File: src/aia_pkg.sv
// Constants and types for the analog input alarm register bank
`default_nettype none
package aia_pkg;
  // ==========================================================================
  // Sizes
  localparam int CHANNELS = 8;
  localparam int DW       = 16;
  localparam int AW       = 16;

  // ==========================================================================
  // Modbus table spaces
  typedef enum logic [1:0] {
    AIA_SP_COIL  = 2'b00,
    AIA_SP_DISC  = 2'b01,
    AIA_SP_INPUT = 2'b10,
    AIA_SP_HOLD  = 2'b11
  } aia_space_t;

  // ==========================================================================
  // Offsets within each space
  localparam logic [15:0] OFF_HI_FLAG        = 16'h00E0;
  localparam logic [15:0] OFF_LO_FLAG        = 16'h0100;
  localparam logic [15:0] OFF_SAMPLE         = 16'h0000;
  localparam logic [15:0] OFF_PEAK           = 16'h00EC;
  localparam logic [15:0] OFF_TROUGH         = 16'h010C;
  localparam logic [15:0] OFF_CH_COUNT       = 16'h0140;
  localparam logic [15:0] OFF_LINK           = 16'h0168;
  localparam logic [15:0] OFF_NODE           = 16'h010F;
  localparam logic [15:0] OFF_HI_THR         = 16'h0128;
  localparam logic [15:0] OFF_LO_THR         = 16'h0148;
  localparam logic [15:0] OFF_RANGE          = 16'h01AB;
  localparam logic [15:0] OFF_CAUSE          = 16'h022B;
  localparam logic [15:0] OFF_BOOT           = 16'h022C;
  localparam logic [15:0] OFF_TYPE           = 16'h022F;
  localparam logic [15:0] OFF_CLR_PEAK_CH    = 16'h00A2;
  localparam logic [15:0] OFF_CLR_TROUGH_CH  = 16'h00C2;
  localparam logic [15:0] OFF_FACTORY        = 16'h00E2;
  localparam logic [15:0] OFF_CLR_PEAK_ALL   = 16'h027A;
  localparam logic [15:0] OFF_CLR_TROUGH_ALL = 16'h027B;
  localparam logic [15:0] OFF_HI_MODE        = 16'h02BC;
  localparam logic [15:0] OFF_LO_MODE        = 16'h02DC;
  localparam logic [15:0] OFF_HI_CLR         = 16'h02FC;
  localparam logic [15:0] OFF_LO_CLR         = 16'h031C;

  // ==========================================================================
  // Reset values, limits and codes
  localparam logic [15:0] RST_NODE    = 16'h0001;
  localparam logic [15:0] NODE_MAX    = 16'h00FF;
  localparam logic [15:0] RST_HI_THR  = 16'h7FFF;
  localparam logic [15:0] RST_LO_THR  = 16'h8000;
  localparam logic [15:0] RST_RANGE   = 16'h0008;
  localparam logic [15:0] RANGE_MIN   = 16'h0007;
  localparam logic [15:0] RANGE_MAX   = 16'h000D;
  localparam logic [15:0] RANGE_ALT   = 16'h001A;
  localparam logic [15:0] RST_PEAK    = 16'h8000;
  localparam logic [15:0] RST_TROUGH  = 16'h7FFF;
  localparam logic [15:0] RST_SAMPLE  = 16'h0000;
  localparam logic [15:0] CH_COUNT    = 16'h0008;
  localparam logic [15:0] LINK_OK     = 16'h0000;
  localparam logic [15:0] LINK_FAIL   = 16'hFFFF;
  localparam logic [15:0] CAUSE_NONE  = 16'h0000;
  localparam logic [15:0] CAUSE_POWER = 16'h0001;
  localparam logic [15:0] CAUSE_SOFT  = 16'h0003;
  localparam logic [15:0] BOOT_MAX    = 16'h7FFF;
  localparam logic [15:0] BOOT_ZERO   = 16'h0000;
  localparam logic [15:0] BOOT_STEP   = 16'h0001;
endpackage : aia_pkg
`default_nettype wire

File: src/aia_ch_if.sv
// Interface between the register bank and one channel engine
`timescale 1ns/1ps
`default_nettype none
interface aia_ch_if;
  logic        smp_we;
  logic [15:0] smp_data;
  logic [15:0] hi_thr;
  logic [15:0] lo_thr;
  logic        hi_latch;
  logic        lo_latch;
  logic        hi_clr;
  logic        lo_clr;
  logic        peak_clr;
  logic        trough_clr;
  logic [15:0] sample;
  logic [15:0] peak;
  logic [15:0] trough;
  logic        hi_flag;
  logic        lo_flag;

  // Register bank side
  modport ctl (output smp_we, smp_data, hi_thr, lo_thr, hi_latch, lo_latch,
               hi_clr, lo_clr, peak_clr, trough_clr,
               input  sample, peak, trough, hi_flag, lo_flag);
  // Channel engine side
  modport chn (input  smp_we, smp_data, hi_thr, lo_thr, hi_latch, lo_latch,
               hi_clr, lo_clr, peak_clr, trough_clr,
               output sample, peak, trough, hi_flag, lo_flag);
endinterface : aia_ch_if
`default_nettype wire

File: src/aia_regs.sv
// Register bank of the eight-channel analog input module
`timescale 1ns/1ps
`default_nettype none
module aia_regs #(
  parameter logic [15:0] MODULE_TYPE = 16'h5A3C // Arbitrary value
) (
  input  wire logic         sys_clk_i,
  input  wire logic         rst_b_i,
  input  wire logic         smp_valid_i,
  input  wire logic [2:0]   smp_chan_i,
  input  wire logic [15:0]  smp_data_i,
  input  wire logic         boot_start_i,
  input  wire logic [15:0]  restart_cause_i,
  input  wire logic         pair_link_fail_i,
  input  wire logic         reg_rd_i,
  input  wire logic         reg_wr_i,
  input  wire logic [1:0]   reg_space_i,
  input  wire logic [15:0]  reg_addr_i,
  input  wire logic [15:0]  reg_wdata_i,
  output logic      [15:0]  reg_rdata_o,
  output logic              reg_ack_o,
  output logic              reg_err_o,
  output logic      [7:0]   node_identifier_o,
  output logic      [127:0] ai_range_code_o,
  output logic      [7:0]   hi_alarm_o,
  output logic      [7:0]   lo_alarm_o
);
  // ==========================================================================
  // Decode helpers
  function automatic logic in8(input logic [15:0] a, input logic [15:0] b);
    in8 = (a >= b) && (a < b + 16'h0008);
  endfunction : in8

  function automatic logic [2:0] idx(input logic [15:0] a,
                                     input logic [15:0] b);
    logic [15:0] d;
    d   = a - b;
    idx = d[2:0];
  endfunction : idx

  function automatic logic range_ok(input logic [15:0] v);
    range_ok = ((v >= aia_pkg::RANGE_MIN) && (v <= aia_pkg::RANGE_MAX))
               || (v == aia_pkg::RANGE_ALT);
  endfunction : range_ok

  // ==========================================================================
  // State
  logic [15:0] node_id;
  logic [15:0] hi_thr   [8];
  logic [15:0] lo_thr   [8];
  logic [15:0] range_cd [8];
  logic [7:0]  hi_mode;
  logic [7:0]  lo_mode;
  logic [15:0] cause;
  logic [15:0] boot;
  logic [15:0] rdata;
  logic        ack;
  logic        err;
  logic [15:0] next_node_id;
  logic [15:0] next_hi_thr   [8];
  logic [15:0] next_lo_thr   [8];
  logic [15:0] next_range_cd [8];
  logic [7:0]  next_hi_mode;
  logic [7:0]  next_lo_mode;
  logic [15:0] next_cause;
  logic [15:0] next_boot;
  logic [15:0] next_rdata;
  logic        next_ack;
  logic        next_err;

  // Per-channel control pulses and gathered readback
  logic [7:0]  hi_clr;
  logic [7:0]  lo_clr;
  logic [7:0]  peak_clr;
  logic [7:0]  trough_clr;
  logic [15:0] samp_a   [8];
  logic [15:0] peak_a   [8];
  logic [15:0] trough_a [8];
  logic [7:0]  hi_f;
  logic [7:0]  lo_f;
  logic        factory;
  logic        wbit;

  assign wbit = reg_wdata_i[0];

  // ==========================================================================
  // Channel engines
  aia_ch_if ch_if [8] ();

  genvar g;
  generate
    for (g = 0; g < aia_pkg::CHANNELS; g++)
    begin : g_ch
      assign ch_if[g].smp_we     = smp_valid_i && (smp_chan_i == 3'(g));
      assign ch_if[g].smp_data   = smp_data_i;
      assign ch_if[g].hi_thr     = hi_thr[g];
      assign ch_if[g].lo_thr     = lo_thr[g];
      assign ch_if[g].hi_latch   = hi_mode[g];
      assign ch_if[g].lo_latch   = lo_mode[g];
      assign ch_if[g].hi_clr     = hi_clr[g];
      assign ch_if[g].lo_clr     = lo_clr[g];
      assign ch_if[g].peak_clr   = peak_clr[g];
      assign ch_if[g].trough_clr = trough_clr[g];
      assign samp_a[g]           = ch_if[g].sample;
      assign peak_a[g]           = ch_if[g].peak;
      assign trough_a[g]         = ch_if[g].trough;
      assign hi_f[g]             = ch_if[g].hi_flag;
      assign lo_f[g]             = ch_if[g].lo_flag;
      assign ai_range_code_o[16*g +: 16] = range_cd[g];

      aia_channel u_ch (
        .sys_clk_i (sys_clk_i),
        .rst_b_i   (rst_b_i),
        .ch        (ch_if[g].chn)
      );
    end
  endgenerate

  // ==========================================================================
  // Coil write pulses; only a written 1 acts
  always_comb
  begin
    hi_clr     = 8'h00;
    lo_clr     = 8'h00;
    peak_clr   = 8'h00;
    trough_clr = 8'h00;
    factory    = 1'b0;
    if (reg_wr_i && (reg_space_i == aia_pkg::AIA_SP_COIL) && wbit)
    begin
      if (in8(reg_addr_i, aia_pkg::OFF_HI_CLR))
        hi_clr[idx(reg_addr_i, aia_pkg::OFF_HI_CLR)] = 1'b1;
      else if (in8(reg_addr_i, aia_pkg::OFF_LO_CLR))
        lo_clr[idx(reg_addr_i, aia_pkg::OFF_LO_CLR)] = 1'b1;
      else if (in8(reg_addr_i, aia_pkg::OFF_CLR_PEAK_CH))
        peak_clr[idx(reg_addr_i, aia_pkg::OFF_CLR_PEAK_CH)] = 1'b1;
      else if (in8(reg_addr_i, aia_pkg::OFF_CLR_TROUGH_CH))
        trough_clr[idx(reg_addr_i, aia_pkg::OFF_CLR_TROUGH_CH)] = 1'b1;
      else if (reg_addr_i == aia_pkg::OFF_CLR_PEAK_ALL)
        peak_clr = 8'hFF;
      else if (reg_addr_i == aia_pkg::OFF_CLR_TROUGH_ALL)
        trough_clr = 8'hFF;
      else if (reg_addr_i == aia_pkg::OFF_FACTORY)
        factory = 1'b1;
    end
  end

  // ==========================================================================
  // Register writes, restart bookkeeping and read answers
  always_comb
  begin
    next_node_id  = node_id;
    next_hi_thr   = hi_thr;
    next_lo_thr   = lo_thr;
    next_range_cd = range_cd;
    next_hi_mode  = hi_mode;
    next_lo_mode  = lo_mode;
    next_cause    = cause;
    next_boot     = boot;
    next_rdata    = rdata;
    next_ack      = reg_rd_i || reg_wr_i;
    next_err      = 1'b0;
    if (reg_wr_i)
    begin
      if (reg_space_i == aia_pkg::AIA_SP_HOLD)
      begin
        if (reg_addr_i == aia_pkg::OFF_NODE)
        begin
          if (reg_wdata_i <= aia_pkg::NODE_MAX)
            next_node_id = reg_wdata_i;
          else
            next_err = 1'b1;
        end
        else if (in8(reg_addr_i, aia_pkg::OFF_HI_THR))
          next_hi_thr[idx(reg_addr_i, aia_pkg::OFF_HI_THR)] = reg_wdata_i;
        else if (in8(reg_addr_i, aia_pkg::OFF_LO_THR))
          next_lo_thr[idx(reg_addr_i, aia_pkg::OFF_LO_THR)] = reg_wdata_i;
        else if (in8(reg_addr_i, aia_pkg::OFF_RANGE) && range_ok(reg_wdata_i))
          next_range_cd[idx(reg_addr_i, aia_pkg::OFF_RANGE)] = reg_wdata_i;
        else
          next_err = 1'b1; // Bad code, read-only word or hole
      end
      else if (reg_space_i == aia_pkg::AIA_SP_COIL)
      begin
        if (in8(reg_addr_i, aia_pkg::OFF_HI_MODE))
          next_hi_mode[idx(reg_addr_i, aia_pkg::OFF_HI_MODE)] = wbit;
        else if (in8(reg_addr_i, aia_pkg::OFF_LO_MODE))
          next_lo_mode[idx(reg_addr_i, aia_pkg::OFF_LO_MODE)] = wbit;
        else if (!(in8(reg_addr_i, aia_pkg::OFF_HI_CLR)
                || in8(reg_addr_i, aia_pkg::OFF_LO_CLR)
                || in8(reg_addr_i, aia_pkg::OFF_CLR_PEAK_CH)
                || in8(reg_addr_i, aia_pkg::OFF_CLR_TROUGH_CH)
                || reg_addr_i == aia_pkg::OFF_CLR_PEAK_ALL
                || reg_addr_i == aia_pkg::OFF_CLR_TROUGH_ALL
                || reg_addr_i == aia_pkg::OFF_FACTORY))
          next_err = 1'b1;
      end
      else
        next_err = 1'b1; // Flags and input words are read-only
    end
    else if (reg_rd_i)
    begin
      next_rdata = 16'h0000;
      if (reg_space_i == aia_pkg::AIA_SP_DISC)
      begin
        if (in8(reg_addr_i, aia_pkg::OFF_HI_FLAG))
          next_rdata[0] = hi_f[idx(reg_addr_i, aia_pkg::OFF_HI_FLAG)];
        else if (in8(reg_addr_i, aia_pkg::OFF_LO_FLAG))
          next_rdata[0] = lo_f[idx(reg_addr_i, aia_pkg::OFF_LO_FLAG)];
        else
          next_err = 1'b1;
      end
      else if (reg_space_i == aia_pkg::AIA_SP_INPUT)
      begin
        if (in8(reg_addr_i, aia_pkg::OFF_SAMPLE))
          next_rdata = samp_a[idx(reg_addr_i, aia_pkg::OFF_SAMPLE)];
        else if (in8(reg_addr_i, aia_pkg::OFF_PEAK))
          next_rdata = peak_a[idx(reg_addr_i, aia_pkg::OFF_PEAK)];
        else if (in8(reg_addr_i, aia_pkg::OFF_TROUGH))
          next_rdata = trough_a[idx(reg_addr_i, aia_pkg::OFF_TROUGH)];
        else if (reg_addr_i == aia_pkg::OFF_CH_COUNT)
          next_rdata = aia_pkg::CH_COUNT;
        else if (reg_addr_i == aia_pkg::OFF_LINK)
          next_rdata = pair_link_fail_i ? aia_pkg::LINK_FAIL
                                        : aia_pkg::LINK_OK;
        else
          next_err = 1'b1;
      end
      else if (reg_space_i == aia_pkg::AIA_SP_HOLD)
      begin
        if (reg_addr_i == aia_pkg::OFF_NODE)
          next_rdata = node_id;
        else if (in8(reg_addr_i, aia_pkg::OFF_HI_THR))
          next_rdata = hi_thr[idx(reg_addr_i, aia_pkg::OFF_HI_THR)];
        else if (in8(reg_addr_i, aia_pkg::OFF_LO_THR))
          next_rdata = lo_thr[idx(reg_addr_i, aia_pkg::OFF_LO_THR)];
        else if (in8(reg_addr_i, aia_pkg::OFF_RANGE))
          next_rdata = range_cd[idx(reg_addr_i, aia_pkg::OFF_RANGE)];
        else if (reg_addr_i == aia_pkg::OFF_CAUSE)
          next_rdata = cause;
        else if (reg_addr_i == aia_pkg::OFF_BOOT)
          next_rdata = boot;
        else if (reg_addr_i == aia_pkg::OFF_TYPE)
          next_rdata = MODULE_TYPE;
        else
          next_err = 1'b1;
      end
      else
      begin
        if (in8(reg_addr_i, aia_pkg::OFF_HI_MODE))
          next_rdata[0] = hi_mode[idx(reg_addr_i, aia_pkg::OFF_HI_MODE)];
        else if (in8(reg_addr_i, aia_pkg::OFF_LO_MODE))
          next_rdata[0] = lo_mode[idx(reg_addr_i, aia_pkg::OFF_LO_MODE)];
        // Clear controls are write-only and read as zero
      end
    end
    // Factory restore returns settings and clears the boot count
    if (factory)
    begin
      next_node_id = aia_pkg::RST_NODE;
      next_hi_mode = 8'h00;
      next_lo_mode = 8'h00;
      next_boot    = aia_pkg::BOOT_ZERO;
      for (int i = 0; i < aia_pkg::CHANNELS; i++)
      begin
        next_hi_thr[i]   = aia_pkg::RST_HI_THR;
        next_lo_thr[i]   = aia_pkg::RST_LO_THR;
        next_range_cd[i] = aia_pkg::RST_RANGE;
      end
    end
    // A start counts after any restore in the same cycle
    if (boot_start_i)
    begin
      if (next_boot < aia_pkg::BOOT_MAX)
        next_boot = next_boot + aia_pkg::BOOT_STEP;
      if ((restart_cause_i >= aia_pkg::CAUSE_POWER)
          && (restart_cause_i <= aia_pkg::CAUSE_SOFT))
        next_cause = restart_cause_i;
    end
  end

  // Registers; settings return to factory values under reset
  always_ff @(posedge sys_clk_i)
  begin
    if (!rst_b_i)
    begin
      node_id <= aia_pkg::RST_NODE;
      for (int i = 0; i < aia_pkg::CHANNELS; i++)
      begin
        hi_thr[i]   <= aia_pkg::RST_HI_THR;
        lo_thr[i]   <= aia_pkg::RST_LO_THR;
        range_cd[i] <= aia_pkg::RST_RANGE;
      end
      hi_mode <= 8'h00;
      lo_mode <= 8'h00;
      cause   <= aia_pkg::CAUSE_NONE;
      boot    <= aia_pkg::BOOT_ZERO;
      rdata   <= 16'h0000;
      ack     <= 1'b0;
      err     <= 1'b0;
    end
    else
    begin
      node_id  <= next_node_id;
      hi_thr   <= next_hi_thr;
      lo_thr   <= next_lo_thr;
      range_cd <= next_range_cd;
      hi_mode  <= next_hi_mode;
      lo_mode  <= next_lo_mode;
      cause    <= next_cause;
      boot     <= next_boot;
      rdata    <= next_rdata;
      ack      <= next_ack;
      err      <= next_err;
    end
  end

  // Outputs
  assign reg_rdata_o       = rdata;
  assign reg_ack_o         = ack;
  assign reg_err_o         = err;
  assign node_identifier_o = node_id[7:0];
  assign hi_alarm_o        = hi_f;
  assign lo_alarm_o        = lo_f;
endmodule : aia_regs
`default_nettype wire

File: src/aia_channel.sv
// One channel: live sample, history and alarm comparison
`timescale 1ns/1ps
`default_nettype none
module aia_channel (
  input  wire logic sys_clk_i,
  input  wire logic rst_b_i,
  aia_ch_if.chn     ch
);
  // ==========================================================================
  // Channel state
  logic [15:0] sample;
  logic [15:0] peak;
  logic [15:0] trough;
  logic        hi_flag;
  logic        lo_flag;
  logic [15:0] next_sample;
  logic [15:0] next_peak;
  logic [15:0] next_trough;
  logic        next_hi_flag;
  logic        next_lo_flag;
  logic        hi_cmp;
  logic        lo_cmp;

  // History restart values, shared by reset and the clear path
  localparam logic [15:0] RST_PEAK_L   = aia_pkg::RST_PEAK;
  localparam logic [15:0] RST_TROUGH_L = aia_pkg::RST_TROUGH;

  // Signed comparisons against the thresholds
  assign hi_cmp = $signed(ch.smp_data) > $signed(ch.hi_thr);
  assign lo_cmp = $signed(ch.smp_data) < $signed(ch.lo_thr);

  // Next values; a clear and a new sample in one cycle keep the sample
  always_comb
  begin
    next_sample  = sample;
    next_peak    = ch.peak_clr ? RST_PEAK_L : peak;
    next_trough  = ch.trough_clr ? RST_TROUGH_L : trough;
    next_hi_flag = ch.hi_clr ? 1'b0 : hi_flag;
    next_lo_flag = ch.lo_clr ? 1'b0 : lo_flag;
    if (ch.smp_we)
    begin
      next_sample = ch.smp_data;
      if ($signed(ch.smp_data) > $signed(next_peak))
        next_peak = ch.smp_data;
      if ($signed(ch.smp_data) < $signed(next_trough))
        next_trough = ch.smp_data;
      // Latching only sets, so a set beats a same-cycle clear
      if (ch.hi_latch)
        next_hi_flag = next_hi_flag | hi_cmp;
      else
        next_hi_flag = hi_cmp;
      if (ch.lo_latch)
        next_lo_flag = next_lo_flag | lo_cmp;
      else
        next_lo_flag = lo_cmp;
    end
  end

  // Registers
  always_ff @(posedge sys_clk_i)
  begin
    if (!rst_b_i)
    begin
      sample  <= aia_pkg::RST_SAMPLE;
      peak    <= aia_pkg::RST_PEAK;
      trough  <= aia_pkg::RST_TROUGH;
      hi_flag <= 1'b0;
      lo_flag <= 1'b0;
    end
    else
    begin
      sample  <= next_sample;
      peak    <= next_peak;
      trough  <= next_trough;
      hi_flag <= next_hi_flag;
      lo_flag <= next_lo_flag;
    end
  end

  // Outputs straight from flip-flops
  assign ch.sample  = sample;
  assign ch.peak    = peak;
  assign ch.trough  = trough;
  assign ch.hi_flag = hi_flag;
  assign ch.lo_flag = lo_flag;
endmodule : aia_channel
`default_nettype wire

File: config.mk
export PLATFORM = sky130hd
export DESIGN_NAME = aia_regs
export DESIGN_NICKNAME = d
export VERILOG_FILES = /design/src/aia_pkg.sv /design/src/aia_ch_if.sv /design/src/aia_regs.sv /design/src/aia_channel.sv
export SDC_FILE = /design/constraint.sdc
export NUM_CORES = 2
export LEC_CHECK = 0
export BUFFER_PORTS_ARGS = -buffer_cell sky130_fd_sc_hd__buf_2
export CORE_ASPECT_RATIO = 2
export CORE_UTILIZATION = 40
export DETAILED_ROUTE_END_ITERATION = 10
export PLACE_DENSITY = 0.65
export SYNTH_ARGS = -nofsm -noshare
export SYNTH_HDL_FRONTEND = slang
export SYNTH_SLANG_ARGS = --single-unit
File: constraint.sdc
create_clock -name sys_clk_i -period 14.7 [get_ports sys_clk_i]
set_input_delay 0.735 -clock sys_clk_i [delete_from_list [all_inputs] [get_ports sys_clk_i]]
set_output_delay 0.735 -clock sys_clk_i [all_outputs]
set_load 0.01 [all_outputs]
==> After elaboration in Yosys (flattened, before gate mapping) <==
Cells that the tools add are included.
{ "classes": {"n_reduce_logical": 55, "addsub": 14, "mux": 225, "n_eq_ne": 20, "order_cmp": 89, "bitwise": 29} }
{ "op_table": {"columns": ["cell", "n"], "rows": [
  ["2-to-1 mux 16 bit", 79],
  ["bitwise mux 128 bit", 3],
  ["binary-select mux 16 bit (select 3 bit)", 6],
  ["greater-than comparator 16 bit", 16],
  ["< comparator 16 bit", 16],
  ["demux 16 bit (select 3 bit)", 3],
  ["2-to-1 mux 8 bit", 18],
  ["2-to-1 mux 1 bit", 101],
  ["equality test 16 x 10 -> 1 bit (second input constant)", 5],
  [">= comparator 16 x 9 -> 1 bit (second input constant)", 5],
  ["< comparator 16 x 9 -> 1 bit (second input constant)", 5],
  [">= comparator 16 x 10 -> 1 bit (second input constant)", 4],
  [">= comparator 16 x 8 -> 1 bit (second input constant)", 4],
  ["< comparator 16 x 10 -> 1 bit (second input constant)", 4],
  ["< comparator 16 x 8 -> 1 bit (second input constant)", 4],
  ["equality test 16 x 9 -> 1 bit (second input constant)", 3],
  ["2-to-1 mux 15 bit", 3],
  ["logical AND 1 bit", 36],
  [">= comparator 16 x 1 -> 1 bit (second input constant)", 2],
  ["< comparator 3 x 4 -> 1 bit (second input constant)", 8],
  [">= comparator 4 bit (second input constant)", 6],
  ["inverter 3 -> 4 bit", 6],
  ["demux 1 bit (select 3 bit)", 6],
  [">= comparator 3 x 1 -> 1 bit (second input constant)", 6],
  ["other kinds (30)", 83]
]} }
{ "word_totals": {"output_inout_bits": 170, "regBits": 866, "wordCells": 504} }

==> Depth between registers and ports, before layout <==
{ "depth": {"word_depth": 14, "ltp_mapped": 23} }

==> Cells and area by module <==
A second synthesis with hierarchy kept.
{ "hier_totals": {"cells_unflattened": 6188, "hier_area_um2": 52272.6} }
{ "by_module_without_submodules": {"columns": ["mod", "n_inst", "cells_per_inst", "area_each_um2"], "rows": [
  ["aia_regs", 1, 2985, 24407.2],
  ["aia_channel at g_ch[1].u_ch ...", 6, 396, 3435.8],
  ["aia_channel at g_ch[7].u_ch", 1, 429, 3816.2],
  ["aia_channel at g_ch[0].u_ch", 1, 398, 3434.5]
]} }

==> Worst setup path after synthesis <==
Ideal clock, no wire load.
{ "synth_path": {"path_type": "input -> register", "start": "in reg_addr_i[0]", "end": "reg g_ch[0].u_ch.peak[10]", "arrival_ns": 5.426, "required_ns": 14.627, "setup_slack_ns": 9.201, "stages": 21, "cell_sequence": "buf_2 buf_2 buf_2 inv_2 buf_1 clkbuf_1 ha_1 a32oi_1 nor2_1 o21ai_1 clkbuf_1 nand2_1 ha_1 a21o_1 a21o_1 a21oi_1 nor2_1 or2_2 o211ai_1 clkbuf_1 mux2i_1"} }
{ "synth_via": {"elab_chain_cells": 13, "word_cells_on_any_way": 29, "classes_between": "add/sub: 1; order compare: 11; eq/ne: 1; mux: 11; reduce/logical: 5"} }
{ "synth_lines": {"columns": ["element", "line", "rtl"], "rows": [
  ["start, declared", "aia_regs.sv:18", "input wire logic [15:0] reg_addr_i,"],
  ["subtractor 3 x 2 -> 3 bit", "aia_regs.sv:37", "d = a - b;"],
  ["< comparator 3 x 4 -> 1 bit (not written as such) / >= comparator 3 x 1 -> 1 bit (equally long branches)", "aia_regs.sv:135", "peak_clr[idx(reg_addr_i, aia_pkg::OFF_CLR_PEAK_CH)] = 1'b1;"],
  ["logical AND 1 bit (not written as such)", "aia_regs.sv:135", null],
  ["2-to-1 mux 1 bit (not written as such)", "aia_regs.sv:135", null],
  ["demux 1 bit (select 3 bit)", "aia_regs.sv:135", null],
  ["2-to-1 mux 8 bit", "aia_regs.sv:134", "else if (in8(reg_addr_i, aia_pkg::OFF_CLR_PEAK_CH))"],
  ["2-to-1 mux 8 bit", "aia_regs.sv:132", "else if (in8(reg_addr_i, aia_pkg::OFF_LO_CLR))"],
  ["2-to-1 mux 8 bit *", "aia_regs.sv:130", "if (in8(reg_addr_i, aia_pkg::OFF_HI_CLR))"],
  ["2-to-1 mux 8 bit *", "aia_regs.sv:128", "if (reg_wr_i && (reg_space_i == aia_pkg::AIA_SP_COIL) && wbit)"],
  ["2-to-1 mux 16 bit *", "aia_channel.sv:36", "next_peak = ch.peak_clr ? RST_PEAK_L : peak;"],
  ["greater-than comparator 16 bit", "aia_channel.sv:43", "if ($signed(ch.smp_data) > $signed(next_peak))"],
  ["2-to-1 mux 16 bit", "aia_channel.sv:43", null],
  ["2-to-1 mux 16 bit *", "aia_channel.sv:40", "if (ch.smp_we)"],
  ["end signal, assigned", "aia_channel.sv:65", "peak <= aia_pkg::RST_PEAK;"],
  ["end signal, assigned", "aia_channel.sv:73", "peak <= next_peak;"],
  ["end, declared", "aia_channel.sv:12", "logic [15:0] peak;"]
]} }
Mark *: on every way between the ends. The rest lies on a longest branch, timed or not.
A chain may end at the register's enable or synchronous reset.

==> Worst setup path after layout <==
{ "layout_path": {"start": "in reg_addr_i[1]", "end": "reg g_ch[7].u_ch.peak[2]"} }
{ "layout_via": {"elab_chain_cells": 13, "word_cells_on_any_way": 29, "classes_between": "add/sub: 1; order compare: 11; eq/ne: 1; mux: 11; reduce/logical: 5"} }
{ "layout_lines": {"columns": ["element", "line"], "rows": [
  ["subtractor 3 x 2 -> 3 bit", "aia_regs.sv:37"],
  ["< comparator 3 x 4 -> 1 bit (not written as such) / >= comparator 3 x 1 -> 1 bit (equally long branches)", "aia_regs.sv:135"],
  ["logical AND 1 bit (not written as such)", "aia_regs.sv:135"],
  ["2-to-1 mux 1 bit (not written as such)", "aia_regs.sv:135"],
  ["demux 1 bit (select 3 bit)", "aia_regs.sv:135"],
  ["2-to-1 mux 8 bit", "aia_regs.sv:134"],
  ["2-to-1 mux 8 bit", "aia_regs.sv:132"],
  ["2-to-1 mux 8 bit *", "aia_regs.sv:130"],
  ["2-to-1 mux 8 bit *", "aia_regs.sv:128"],
  ["2-to-1 mux 16 bit *", "aia_channel.sv:36"],
  ["greater-than comparator 16 bit", "aia_channel.sv:43"],
  ["2-to-1 mux 16 bit", "aia_channel.sv:43"],
  ["2-to-1 mux 16 bit *", "aia_channel.sv:40"],
  ["end signal, assigned", "aia_channel.sv:65"],
  ["end signal, assigned", "aia_channel.sv:73"],
  ["end, declared", "aia_channel.sv:12"]
]} }
Marked as above.

==> run summary <==
Total GRT Usage: 39.2%
fin nets: 6,980
mean post-synth cell area: 8.10 um^2
Crit Path Category: in2reg
largest net degree at the start of global routing: 105
CTS tree: done
layout cell share with drive strength beyond 1: 11.6%
Die W: 256 um
CP Max Fanout: 56
first-pass GRT wire length: 367,000 um
Net Sw Power: 1.63 mW
Root Buffer: clkbuf_16
initial antenna violation count: 13
post-layout util: 44.8%
overall routed net length: 262,000 um
Ys Warns: 0
RSZ-0062 raised after global routing: no
DRC: 0
Initial Util: 40.2%
DRT Pass-1 Iters: 6
Post-Syn Nets: 6,947
clk sinks: 866
worst skew pair latency: 760 ps
Clock Pin Slew Worst Setup and Hold Paths: 70 ps
post-synthesis async set-or-reset flop share: 0%
clock skew: 53.5 ps
P_int: 3.83 mW
Worst VDD drop: 0.108 mV
Core ar.: 128,000 um^2
Slew @ Worst Pin: 1460 ps
EDFF count, synth: 0
register area share after synthesis: 33.6%
crit share post-route: 40.9%
max-cap violations: 0
Slew headroom: 2.80%
Logic pwr share: 12.9%
clock power share: 43.1%
CP Launch Type: input pin
# rows: 186
CTS max path bufs: 3
CP arrival: 6650 ps
most common cell after layout, fill and taps aside: nand2_1
GR Overflow Total: 0
CP Capture Type: flip-flop
Post-CTS Setup Bufs: 0
Initial DRC Count: 5,833
flop and latch count out of synthesis: 866
post-synthesis cell count: 6,371
Netlist cell types: 91
top-level port count: 246
synthesized area: 51,600 um^2
fill count: 12,700
most frequent cells in the layout: nand2_1 (981), dfxtp_1 (866), ha_1 (500)
Final Max Slew Viols: 0
main flop type after synthesis: dfxtp_1
IO Port Bufs: 245
Pleak: 23.9 nW
CTS H-tree lvls: 3
overall via count from detail_route: 53,300
Req. time, crit path: 15,350 ps
setup TNS: 0 ps
PwrDens: 95.1 nW/um^2
Final HPWL DP: 181,000 um
Vias/cell: 6.52
Post-CTS Hold Buffers: 0
Layout area overhead: 11.2%
post_cts resized: 0
FMAX: 166 MHz
Final Hold Violating Endpoints: 0
Final setup viols: 0
die area: 131,000 um^2
drt wl/cell: 32.1 um
antenna-violating nets left: 0
CTS Buf Count: 83
Reg power frac: 44.0%
sw frac: 29.8%
Hold/Removal Path Class: in2reg
vias in the first global route: 50,900
Placer Congestion: 1.07
Die Height: 510 um
clock period minus worst slack: 6010 ps
status: complete, no violations
through the flow:
step,cells,setup slack [ps],instance area (um^2),power (mW),hold WS (ps)
4_1_cts,8151,8870,57300,5.40,290
2_1_floorplan,6371,9200,51600,2.81,425
3_3_place_gp,8005,8230,54400,3.10,437
5_1_grt,8158,8480,57300,5.55,289
6_report,8178,8690,57400,5.46,278
3_5_place_dp,8005,8140,54400,3.11,443
metal layers:
metal / up-vias / share of wire [%] / global-route usage (%)
met3: 1452 / 10 / 10.6
li1: 22800 / - / -
met4: 4 / 12 / 39.5
met1: 25300 / 32 / 40.2
met5: - / 0.0076 / 0
met2: 3714 / 45 / 63.8
critical path, stage by stage:
cell and delay [ps]:
buf_6 480, buf_4 660, nor3_1 130, nor4b_1 600, a32oi_1 200, nor2_1 630, o21ai_2 100, buf_4 260
nand2_1 110, ha_1 240, nor2b_1 130, o21ai_0 140, a21oi_1 80, o311ai_0 430, a21oi_1 120, nand4b_1 1000
mux2i_1 450
final timing paths:
check / from / endpoint / slack (ps) / cells after the start
min reg2reg: ch_if[7].lo_thr[13] / ch_if[7].lo_thr[13] / 450 / 2
max reg2reg: g_ch[4].u_ch.ch.trough[15] / g_ch[4].u_ch.ch.trough[4] / 11150 / 8
min: restart_cause_i[0] / cause[0] / 280 / 3
max: reg_addr_i[1] / g_ch[7].u_ch.ch.peak[2] / 8690 / 17
final cells by class:
class / count / area [um^2] / share of cell area [%]
clock buffers: 114 / 2340 / 4.08
repair buffers: 407 / 2500 / 4.35
multi-input cells: 4725 / 31300 / 54.6
diodes: 21 / 52.6 / 0.0916
flip-flops and latches: 866 / 17300 / 30.2
well taps: 1692 / 2120 / 3.69
clock inverters: 32 / 489 / 0.853
inverters: 321 / 1210 / 2.11
cells in the mapped netlist (67+ instances only):
cell type,instances,share of area (%)
buf_2,67,0.65
and2_1,114,1.4
nand4_1,87,1.1
nor2_1,491,3.6
ha_1,500,12
clkbuf_1,315,2.3
a21o_1,105,1.5
nand2_1,983,7.2
inv_1,318,2.3
o211ai_1,167,2.4
dfxtp_1,866,34
o21ai_0,150,1.5
nor3_1,85,0.82
mux2i_1,309,6.0
o22ai_1,165,2.0
a21oi_1,480,4.7
nand3_1,195,1.9
sequential cells by signal, indices dropped and copies added, names as in the netlist:
signal                cells
reg_ack_o                 1
g_ch.u_ch.ch.peak       128
boot                     16
g_ch.u_ch.ch.hi_flag      8
g_ch.u_ch.ch.trough     128
cause                    16
g_ch.u_ch.ch.lo_flag      8
ai_range_code_o         128
ch_if.hi_thr            128
reg_rdata_o              16
lo_mode                   8
g_ch.u_ch.ch.sample     128
node_id                  16
reg_err_o                 1
ch_if.lo_thr            128
hi_mode                   8
power groups by stage:
stage / Combinational (mW) / Sequential [mW] / Clock [mW]
after detailed placement: 0.657 / 2.46 / 0
after global routing: 0.726 / 2.40 / 2.42
after CTS: 0.659 / 2.40 / 2.34
after floorplan: 0.369 / 2.44 / 0
after global placement: 0.647 / 2.46 / 0
final: 0.704 / 2.40 / 2.35
cells by family (layout without fill, tap and decap cells):
| kind of cell | Yosys count | count (layout) | synth area share [%] |
|---|---|---|---|
| buffers and inverters | 780 | 874 | 6.05 |
| other | 0 | 21 | 0 |
| adders and majority gates | 500 | 500 | 12.1 |
| AOI/OAI and AO/OA | 1517 | 1517 | 19.2 |
| DFF | 866 | 866 | 33.6 |
| and+or+nand+nor | 2302 | 2302 | 20.5 |
| xor gates and xnor gates | 18 | 18 | 0.306 |
| muxes | 388 | 388 | 8.18 |
No activity file was read; power rests on OpenSTA's default activity.
